--- src/include/scsc_params.svh ---
/*
 * offsets, field positions, reset values and timing counts of the
 * clock select controller.
 * assumes: included by bare name, after nothing else.
 */
`ifndef SCSC_PARAMS_SVH
`define SCSC_PARAMS_SVH

// register byte offsets
`define SCSC_OFF_OSC_CTRL   12'h000
`define SCSC_OFF_OSC_CTRL2  12'h004
`define SCSC_OFF_INT_STAT   12'h008
`define SCSC_OFF_INT_EN     12'h00c
`define SCSC_OFF_INT_CLR    12'h010

// oscillator_control field positions
`define SCSC_BIT_IDLE       7
`define SCSC_BIT_FREQ_HI    6
`define SCSC_BIT_FREQ_LO    4
`define SCSC_BIT_STARTUP_TIMEOUT_STATUS       3
`define SCSC_BIT_HFSTABLE   2
`define SCSC_BIT_SRC_HI     1
`define SCSC_BIT_SRC_LO     0

// second control register positions
`define SCSC_BIT_LFSRC      5
`define SCSC_BIT_SPLLEN     4
`define SCSC_BIT_SPLLMUL    3

// reset values
`define SCSC_RST_FREQ       3'h3
`define SCSC_RST_SRC        2'h0

// clock switch transition interval, ns, and cycles at 4 ns
`define SCSC_SWITCH_NS      16
`define SCSC_CLK_NS         4
`define SCSC_SWITCH_CYC     ((`SCSC_SWITCH_NS + `SCSC_CLK_NS - 1) / `SCSC_CLK_NS)

// hf oscillator settle, cycles of the bus clock
`define SCSC_HF_SETTLE      8'h10

// postscaler divide ratios, log2
`define SCSC_DIV512_LOG     4'h9
`endif

--- src/include/scsc_pkg.sv ---
/*
 * types of the clock select controller.
 * assumes: compiled before the core.
 */
package scsc_pkg;
    typedef enum logic [1:0] {
        SCSC_SRC_PRIMARY,
        SCSC_SRC_SECONDARY,
        SCSC_SRC_INTERNAL
    } scsc_src_t;

    typedef enum logic [1:0] {
        SCSC_PLL_OFF,
        SCSC_PLL_X3,
        SCSC_PLL_X4
    } scsc_pll_t;

    typedef struct packed {
        logic       config_pll_enable;
        logic       config_pll_mult_sel;
        logic [3:0] primary_mode;
        logic       two_speed_startup_cfg;
    } scsc_cfg_t;

    typedef struct packed {
        logic        psel;
        logic        penable;
        logic        pwrite;
        logic [11:0] paddr;
        logic [31:0] pwdata;
    } scsc_apb_req_t;
endpackage : scsc_pkg

--- src/core/scsc_ctrl.sv ---
/*
 * system clock select controller: apb registers, source selection with
 * glitch free switch, internal oscillator postscaler, pll selection,
 * idle or sleep choice, status flags and a failure interrupt.
 * assumes: one 250 MHz clock; every oscillator input is a clock enable
 * style tick synchronous to it; configuration bits are stable.
 */
`timescale 1ns/1ps
`include "scsc_params.svh"

// Behaviour
// - source field 00 primary, 01 secondary, others internal block
// - any reset clears source field, primary becomes system clock
// - a write to the source field switches after a brief interval
// - frequency field 111..001 picks 16 MHz down to 250 kHz postscaler
// - field 000 gives 31.25 kHz from hf/512 or low-freq oscillator
// - watchdog always runs from the low-freq oscillator
// - frequency writes change internal output at once
// - reset sets internal output to 1 MHz
// - sleep request enters idle when bit 7 set, else sleep
// - bit 3 shows running on primary; reset value from two-speed bit
// - bit 2 reads 1 once hf oscillator is stable, 0 after reset
// - pll 3x or 4x picked by config or soft bits per mode
// - all other primary modes keep the pll off
// - four-bit config field picks one of six primary sources
// - rc, ext clock and internal modes choose pin io or fosc/4
// - primary clock failure forces the internal oscillator
module scsc_ctrl
    import scsc_pkg::*;
(
    // clock and reset
    input  wire logic        clock,
    input  wire logic        rst,
    // apb slave
    input  wire logic        psel,
    input  wire logic        penable,
    input  wire logic        pwrite,
    input  wire logic [11:0] paddr,
    input  wire logic [31:0] pwdata,
    output logic      [31:0] prdata,
    output logic             pready,
    output logic             pslverr,
    // configuration bits
    input  wire scsc_cfg_t   cfg,
    // oscillator ticks, hf running level and primary failure flag
    input  wire logic        primary_tick,
    input  wire logic        secondary_tick,
    input  wire logic        hf_tick,
    input  wire logic        lf_tick,
    input  wire logic        hf_running,
    input  wire logic        primary_failed,
    // core power request
    input  wire logic        sleep_req,
    // outputs
    output logic             sys_clk_en,
    output logic             wdt_clk_en,
    output logic             osc_output_pin_o,
    output logic             osc_output_pin_oe,
    output scsc_pll_t        pll_sel,
    output logic             idle_mode,
    output logic             sleep_mode,
    output logic             irq
);

    // registers
    logic [1:0] src_q, src_d;
    logic [2:0] freq_q;
    logic       idle_q;
    logic       lfsrc_q, spll_q, smul_q;
    logic [1:0] act_q;
    logic [1:0] swcnt_q;
    logic       switching_q;
    logic       startup_timeout_status_q, startup_timeout_status_init_q, started_q;
    logic [7:0] settle_q;
    logic       hfstab_q;
    logic [8:0] post_q;
    logic       ic_q;
    logic [1:0] ic_div_q;
    logic       sys_q, wdt_q, pin_q;
    logic [1:0] ist_q, ien_q;
    logic [31:0] rdata_q;
    logic       idle_mode_q, sleep_mode_q;
    logic       fail_q;

    // source code to choice
    function automatic scsc_src_t src_dec(input logic [1:0] code);
        if (code == 2'h0) begin
            return SCSC_SRC_PRIMARY;
        end else if (code == 2'h1) begin
            return SCSC_SRC_SECONDARY;
        end
        return SCSC_SRC_INTERNAL;
    endfunction : src_dec

    // bus decode
    wire acc      = psel & penable;
    wire wr       = acc & pwrite;
    wire hit_ctl  = paddr == `SCSC_OFF_OSC_CTRL;
    wire hit_ctl2 = paddr == `SCSC_OFF_OSC_CTRL2;
    wire hit_ist  = paddr == `SCSC_OFF_INT_STAT;
    wire hit_ien  = paddr == `SCSC_OFF_INT_EN;
    wire hit_icl  = paddr == `SCSC_OFF_INT_CLR;
    wire mapped   = hit_ctl | hit_ctl2 | hit_ist | hit_ien | hit_icl;
    wire wr_ctl   = wr & hit_ctl;
    wire wr_ctl2  = wr & hit_ctl2;
    assign pready  = 1'b1;
    assign pslverr = acc & ~mapped;
    assign prdata  = rdata_q;

    // failure forces the internal block, software field untouched
    wire       fail_now  = primary_failed & (src_q == 2'h0);
    wire [1:0] want      = fail_q ? 2'h2 : src_q;
    wire       sw_req    = want != act_q;
    wire       sw_done   = switching_q & (swcnt_q == 2'h0);
    assign src_d = wr_ctl ? pwdata[`SCSC_BIT_SRC_HI:`SCSC_BIT_SRC_LO]
                          : src_q;

    // internal block postscaler, 31.25 kHz needs hf/512 or lf
    wire [3:0] post_log = (freq_q == 3'h0) ? `SCSC_DIV512_LOG
                                           : 4'(3'h7 - freq_q);
    wire [8:0] post_mask = 9'((10'h1 << post_log) - 10'h1);
    wire post_hit   = hf_tick & ((post_q & post_mask) == post_mask);
    wire lf_path    = (freq_q == 3'h0) & ~lfsrc_q;
    wire int_tick   = lf_path ? lf_tick : post_hit;

    // chosen source tick, gated off during transition
    wire cur_tick = (src_dec(act_q) == SCSC_SRC_PRIMARY)   ? primary_tick :
                    (src_dec(act_q) == SCSC_SRC_SECONDARY) ? secondary_tick
                                                           : int_tick;

    // pll selection per primary mode
    wire ec_hp   = cfg.primary_mode[3:1] == 3'h2;
    wire hs_hp   = cfg.primary_mode == 4'h2;
    assign pll_sel = (ec_hp & cfg.config_pll_enable) ?
                         (cfg.config_pll_mult_sel ? SCSC_PLL_X3 : SCSC_PLL_X4) :
                     (hs_hp & spll_q) ?
                         (smul_q ? SCSC_PLL_X3 : SCSC_PLL_X4) :
                     SCSC_PLL_OFF;

    // primary mode pin usage: odd rc/ec/internal_osc_mode codes drive fosc/4
    wire pin_capable = (cfg.primary_mode[3:1] == 3'h2) |
                       (cfg.primary_mode[3:1] == 3'h4) |
                       (cfg.primary_mode[3:1] == 3'h6);
    wire pin_clk     = pin_capable & cfg.primary_mode[0];

    // status read words
    wire [7:0] ctl_rd = {idle_q, freq_q, startup_timeout_status_q, hfstab_q, src_q};
    wire [7:0] ctl2_rd = {2'h0, lfsrc_q, spll_q, smul_q, 3'h0};

    // register writes and source selection
    always_ff @(posedge clock or posedge rst) begin
        if (rst) begin
            src_q   <= `SCSC_RST_SRC;
            freq_q  <= `SCSC_RST_FREQ;
            idle_q  <= 1'b0;
            lfsrc_q <= 1'b0;
            spll_q  <= 1'b0;
            smul_q  <= 1'b0;
        end else begin
            src_q <= src_d;
            if (wr_ctl) begin
                freq_q <= pwdata[`SCSC_BIT_FREQ_HI:`SCSC_BIT_FREQ_LO];
                idle_q <= pwdata[`SCSC_BIT_IDLE];
            end
            if (wr_ctl2) begin
                lfsrc_q <= pwdata[`SCSC_BIT_LFSRC];
                spll_q  <= pwdata[`SCSC_BIT_SPLLEN];
                smul_q  <= pwdata[`SCSC_BIT_SPLLMUL];
            end
        end
    end

    // failure latch, cleared when software leaves the primary
    always_ff @(posedge clock or posedge rst) begin
        if (rst) begin
            fail_q <= 1'b0;
        end else if (fail_now) begin
            fail_q <= 1'b1;
        end else if (src_q != 2'h0) begin
            fail_q <= 1'b0;
        end
    end

    // transition: hold the output low a short interval, then move over
    always_ff @(posedge clock or posedge rst) begin
        if (rst) begin
            act_q       <= `SCSC_RST_SRC;
            switching_q <= 1'b0;
            swcnt_q     <= 2'h0;
        end else if (sw_req & ~switching_q) begin
            switching_q <= 1'b1;
            swcnt_q     <= 2'(`SCSC_SWITCH_CYC - 1);
        end else if (sw_done) begin
            switching_q <= 1'b0;
            act_q       <= want;
        end else if (switching_q) begin
            swcnt_q <= swcnt_q - 2'h1;
        end
    end

    // postscaler counter on the hf oscillator
    always_ff @(posedge clock or posedge rst) begin
        if (rst) begin
            post_q <= 9'h0;
        end else if (hf_tick) begin
            post_q <= post_q + 9'h1;
        end
    end

    // clock enables from flops; no system enable issued mid switch, watchdog enable still runs
    always_ff @(posedge clock or posedge rst) begin
        if (rst) begin
            sys_q <= 1'b0;
            wdt_q <= 1'b0;
        end else begin
            sys_q <= cur_tick & ~switching_q & ~sw_req;
            wdt_q <= lf_tick;
        end
    end
    assign sys_clk_en = sys_q;
    assign wdt_clk_en = wdt_q;

    // fosc/4 on the oscillator output pin
    always_ff @(posedge clock or posedge rst) begin
        if (rst) begin
            ic_div_q <= 2'h0;
            ic_q     <= 1'b0;
            pin_q    <= 1'b0;
        end else begin
            if (sys_q) begin
                ic_div_q <= ic_div_q + 2'h1;
            end
            ic_q  <= sys_q & (ic_div_q == 2'h3);
            pin_q <= ic_q;
        end
    end
    assign osc_output_pin_o  = pin_q;
    assign osc_output_pin_oe = pin_clk;

    // start-up status, reset value taken after release from the strap
    always_ff @(posedge clock or posedge rst) begin
        if (rst) begin
            started_q   <= 1'b0;
            startup_timeout_status_init_q <= 1'b0;
            startup_timeout_status_q      <= 1'b0;
        end else begin
            started_q <= 1'b1;
            if (!started_q) begin
                startup_timeout_status_init_q <= ~cfg.two_speed_startup_cfg;
                startup_timeout_status_q      <= ~cfg.two_speed_startup_cfg;
            end else begin
                startup_timeout_status_q <= (act_q == 2'h0) & ~switching_q;
            end
        end
    end

    // hf stability after a settle count
    always_ff @(posedge clock or posedge rst) begin
        if (rst) begin
            settle_q <= 8'h0;
            hfstab_q <= 1'b0;
        end else if (!hf_running) begin
            settle_q <= 8'h0;
            hfstab_q <= 1'b0;
        end else if (settle_q == `SCSC_HF_SETTLE) begin
            hfstab_q <= 1'b1;
        end else begin
            settle_q <= settle_q + 8'h1;
        end
    end

    // power mode on a sleep request
    always_ff @(posedge clock or posedge rst) begin
        if (rst) begin
            idle_mode_q  <= 1'b0;
            sleep_mode_q <= 1'b0;
        end else if (sleep_req) begin
            idle_mode_q  <= idle_q;
            sleep_mode_q <= ~idle_q;
        end else begin
            idle_mode_q  <= 1'b0;
            sleep_mode_q <= 1'b0;
        end
    end
    assign idle_mode  = idle_mode_q;
    assign sleep_mode = sleep_mode_q;

    // interrupts: bit0 failure, bit1 switch done; set wins over clear
    wire [1:0] ev  = {sw_done, fail_now & ~fail_q};
    wire [1:0] clr = (wr & hit_icl) ? pwdata[1:0] : 2'h0;
    always_ff @(posedge clock or posedge rst) begin
        if (rst) begin
            ist_q <= 2'h0;
            ien_q <= 2'h0;
        end else begin
            ist_q <= (ist_q & ~clr) | ev;
            if (wr & hit_ien) begin
                ien_q <= pwdata[1:0];
            end
        end
    end
    assign irq = |(ist_q & ien_q);

    // read data, registered at the setup cycle
    always_ff @(posedge clock or posedge rst) begin
        if (rst) begin
            rdata_q <= 32'h0;
        end else if (psel & ~penable) begin
            rdata_q <= hit_ctl  ? {24'h0, ctl_rd}  :
                       hit_ctl2 ? {24'h0, ctl2_rd} :
                       hit_ist  ? {30'h0, ist_q}   :
                       hit_ien  ? {30'h0, ien_q}   : 32'h0;
        end
    end

endmodule : scsc_ctrl

--- config.mk ---
export PLATFORM = sky130hd
export DESIGN_NAME = scsc_ctrl
export DESIGN_NICKNAME = d
export VERILOG_FILES = /design/src/include/scsc_pkg.sv /design/src/core/scsc_ctrl.sv
export VERILOG_INCLUDE_DIRS = /design/src /design/src/include
export SDC_FILE = /design/constraint.sdc
export NUM_CORES = 1
export LEC_CHECK = 0
export BUFFER_PORTS_ARGS = -buffer_cell sky130_fd_sc_hd__buf_2
export CAP_MARGIN = 5
export CORE_MARGIN = 1
export CORE_UTILIZATION = 46
export CTS_BUF_LIST = sky130_fd_sc_hd__clkbuf_8
export DETAILED_ROUTE_END_ITERATION = 16
export PLACE_DENSITY_LB_ADDON = 0.25
export SETUP_SLACK_MARGIN = 0.3
export SLEW_MARGIN = 20
export SYNTH_ARGS = -nofsm -noshare
export SYNTH_HDL_FRONTEND = slang
export SYNTH_SLANG_ARGS = --single-unit
--- constraint.sdc ---
create_clock -name clock -period 1.6 [get_ports clock]
set_input_delay 0.16 -clock clock [delete_from_list [all_inputs] [get_ports clock]]
set_output_delay 0.16 -clock clock [all_outputs]
set_load 0.02 [all_outputs]
# Word level (Yosys, flattened, before mapping)
# Index checks and enable logic that the tools add are counted.
[totals]
elab_cells = 136
out_inout_bits = 43
register_bits = 79
in_bits = 63
[classes]
addsub = 6
n_mux = 33
bitwise_logic = 41
reduce_logical = 13
shift = 1
eq_ne = 17
[op_table]
columns = ["op", "n"]
rows = [
  ["$mux 2", 14],
  ["$eq 12x4->1 const B", 2],
  ["$mux 8", 3],
  ["$and 1x1->1", 21],
  ["$mux 1", 14],
  ["$eq 12x3->1 const B", 1],
  ["$eq 12x5->1 const B", 1],
  ["$logic_not 12->1", 1],
  ["$add 9x1->9 const B", 1],
  ["$and 9x9->9", 1],
  ["$eq 9x9->1", 1],
  ["$not 1->1", 9],
  ["$shl 1x4->9 const A", 1],
  ["$sub 9x1->9 const B", 1],
  ["$add 8x1->8 const B", 1],
  ["$eq 8x5->1 const B", 1],
  ["$logic_not 2->1", 4],
  ["$reduce_bool 2->1", 4],
  ["$eq 3x3->1 const B", 2],
  ["$mux 6", 1],
  ["$or 1x1->1", 6],
  ["$and 2x2->2", 2],
  ["$eq 2x1->1 const B", 2],
  ["$eq 4x2->1 const B", 1],
  ["14 further kinds", 16],
]

# Logic depth before layout (Yosys ltp)
[logic_depth]
ltp_word = 12
ltp_mapped = 6
mapped_depth_nobuf = 6

# Worst setup path after synthesis
# OpenSTA, ideal clock, no wires.
[synth_path]
path_kind = "register to register"
start = "register settle_q[0]"
end = "register settle_q[1]"
t_arrival_ns = 1.602
synth_period_minus_slack_ns = 1.722
n_path_buf = 0
stages_incl_launch_ff = 7
setup_ns = 0.120
setup_slack_ns = -0.122
required_time_ns = 1.480
cell_sequence = "dfrtp_1 inv_1 ha_1 or4b_4 nor4b_4 mux2i_1 nor2b_1"
[synth_between]
elab_chain_cells = 3
word_cells_on_any_way = 5
classes_between = "add/sub (1); eq/ne (2); mux (2)"
[synth_rtl]
columns = ["element", "line_no", "text"]
rows = [
  ["start: declaration", "scsc_ctrl.sv:74", "logic [7:0] settle_q;"],
  ["start signal: assignment", "scsc_ctrl.sv:268", "settle_q <= settle_q + 8'h1;"],
  ["$add 8x1->8", "scsc_ctrl.sv:268", ""],
  ["$mux 8", "scsc_ctrl.sv:265", "end else if (settle_q == `SCSC_HF_SETTLE) begin"],
  ["$mux 8", "scsc_ctrl.sv:262", "end else if (!hf_running) begin"],
]
# Several ways; a longest one is shown, not always the timed one. The select of a mux whose other input is x is not followed.
# A chain may end at the register's enable or synchronous reset.

# Final worst setup path
# Ends and elaborated chain as after synthesis.

==> metrics <==
Worst Slack Setup Final -186.8 ps; Worst setup SP type register; Worst path slowest cell or4b_4; Final setup viols 4; Synth area leader dfrtp_1; CTS tree built; I/O pins 106; number of synthesized flops with an enable pin 0; FF-to-FF path depth 7; gr usage total approximately 18%; max incr delay on CP 460 ps; cells after synthesis around 260; FP Rows 28; Leak 1.842 nW; die area 6523 um^2; starting density of the core approximately 48%; worst min path class in2reg; Inserted Clock Buffers 5; Buf+Inv Stages, Crit Path 2; final instance area ~3600 um^2; Die Span Y 80.77 um; failing checks setup timing; Synth top area share a little under half; most common cell in the netlist dfrtp_1; final hold violations 0; RR Endpoint settle_q[1]$_DFFE_PP0P_; peak supply drop between 0.5 and 0.6 mV; Clock transition at path regs 90 ps; DR iter-0 viols 110; Hold Path Depth 2; asr flop ratio synth between 90% and 100%; Die X-Extent 80.77 um; status finished with violations; vias per inst 4.945; H-tree depth 2; synth top area cells dfrtp_1 46%, buf_4 6.6%, xnor2_1 3.4%, mux2_2 3.2%, mux2_4 3.2%; critical path peak fanout 4; synth cell count leaders 53 x dfrtp_1, 25 x buf_4, 21 x nand2_1; Area after DPL approximately 3300 um^2; first-pass GRT wire length 8873 um; TritonRoute pass-1 iters 4; Final Skew 8.958 ps; Worst Tran Pin Value about 500 ps; Seq/Total Area, Yosys about half; r2r startpoint settle_q[0]$_DFFE_PP0P_; routed len/inst 13.75 um; GR Overflow Total 0; Inserted Diodes 0; Max Freq between 500 and 600 MHz; power density cells 966.3 nW/um^2; max cap viols 0; Synth Warn # 0; hold path start cfg[0]; GPL Wtd Cong approximately 0.8; vias in the first global route 1860; crit share post-route 111.7%; core box area 5956 um^2; Rel. slew slack 66.66%; initial antenna violation count 0; Syn Area/Cell 11.02 um^2; final wirelength 5804 um; Post-synth top flop dfrtp_1; Clk Tree Root Cell clkbuf_8; critical path capture point type register; CP delay by family, top simple AND/OR/NAND/NOR gates; vias post-DR 2087; required time worst endpoint approximately 1800 ps; Crit path arrival time 1980 ps; Final min period around 1800 ps; DRC viols 0; CTS Sinks 55; hpwl dp 3972 um; crit path cell chain inv_2 > ha_4 > or4b_4 > nor4b_4 > buf_4 > mux2i_1 > nor2b_1; Pins Over Slew Limit 0; Synth Cell Area about 2900 um^2; largest net degree at the start of global routing 56; Distinct cells, synth 51; register bit total from synthesis 55; Hold Path Sink startup_timeout_status_q$_DFF_PP0_; buffers added on ports 55; Final Net Count 414; Setup CP Type reg2reg; area grow syn2layout 27.84%; RSZ-0062 raised after global routing true; final antenna-violating net count 0; Longest Clk Path Bufs 2; Final Power approximately 3.5 mW; layout cells sized above 1 41.21%; worst reg2reg setup slack -190 ps; clock latency on the worst-skew pair ~300 ps
registers in the layout, summed over array words and instances, names as in the netlist, 2 cells and up:
name / flops
prdata: 8
freq_q: 3
src_q: 2
post_q: 9
act_q: 2
settle_q: 8
swcnt_q: 2
ic_div_q: 2
ist_q: 2
ien_q: 2
placed cells by master, fill, tap and decap left out, drive strengths merged, types with 3 or more instances in the layout:
cell and instances:
a21oi 5, nor2 12, mux2 14, clkbuf 7
xor2 5, nor2b 8, o41ai 3, inv 7
and3 3, nor3 5, ha 5, mux2i 7
buf 84, o21ai 10, dfrtp 53, a22o 4
conb 26, nand4 5, and2 9, nand3 7
nand2 21, nand2b 3, nor4 3, xnor2 11
repair_timing:
item                                   CTS  global route
setup endpoints to repair               22            25
hold buffers                             2             0
gates cloned                             0             0
pin swaps                                9            13
resized for setup                       16            30
endpoints found under the hold margin   54             0
buffers inserted                        11             1
cell families after synthesis:
logic type	synth area share, %
buffers and inverters	8.505
flip-flops	48.31
adder cells (fa/ha/maj)	2.192
multiplexers	8.768
other	0.2631
AO/OA/AOI/OAI	8.593
AND/OR/NAND/NOR	18.46
XOR/XNOR	4.910
final cells by class:
type | count | area, um^2
fill | 512 | 2307
clock inverter | 1 | 3.754
timing repair buffer | 86 | 568.0
multi-input combinational | 191 | 1473
sequential | 55 | 1384
inverter | 7 | 30.03
clock buffer | 7 | 96.34
tap | 75 | 93.84
where the power goes:
| part | internal [mW] | switching, mW | total, mW |
|---|---|---|---|
| logic | 0.450 | 0.493 | 0.943 |
| clock network | 0.390 | 0.424 | 0.813 |
| registers | 1.59 | 0.182 | 1.77 |
| total | 2.43 | 1.10 | 3.53 |
layer usage:
| metal | wire length [um] | vias to the layer above | GRT usage [%] |
|---|---|---|---|
| met4 | 73 | 0 | 4.821 |
| met5 | 0 | - | 0 |
| met1 | 2669 | 1018 | 25.71 |
| met2 | 2897 | 39 | 27.71 |
| met3 | 164 | 8 | 3.820 |
| li1 | - | 1022 | - |
worst max-delay path by stage:
stage                     cells past startpoint  slack, ps                      end                    start
after global placement                        6       -140  settle_q[1]$_DFFE_PP0P_  settle_q[0]$_DFFE_PP0P_
after global routing                          7       -280  settle_q[1]$_DFFE_PP0P_  settle_q[0]$_DFFE_PP0P_
final                                         7       -190  settle_q[1]$_DFFE_PP0P_  settle_q[0]$_DFFE_PP0P_
after detailed placement                      6       -190  settle_q[1]$_DFFE_PP0P_  settle_q[0]$_DFFE_PP0P_
after CTS                                     7       -170  settle_q[1]$_DFFE_PP0P_  settle_q[0]$_DFFE_PP0P_
after floorplan                               6       -120  settle_q[1]$_DFFE_PP0P_  settle_q[0]$_DFFE_PP0P_
worst reg2reg max path, delay by kind of cell (launching register included):
family	cells	cell delay, ps
simple gates	3	730
flops	1	400
buf+inv	2	250
fa+ha+maj	1	120
mux	1	180
per-stage QoR:
| step | utilization (%) | setup TNS (ps) | setup slack [ps] | hold slack (ps) | cells |
|---|---|---|---|---|---|
| global placement | 54.77 | -1188 | -142.0 | 253.1 | 400 |
| floorplan | - | -323.2 | -121.0 | 191.4 | 283 |
| global route | 61.26 | -994.0 | -282.6 | 60.90 | 422 |
| detailed placement | 54.77 | -1556 | -189.9 | 259.6 | 400 |
| CTS | 59.14 | -525.9 | -171.1 | 33.92 | 421 |
| finish | 61.26 | -660.5 | -186.8 | 46.52 | 422 |
(Power assumes the default switching activity.)
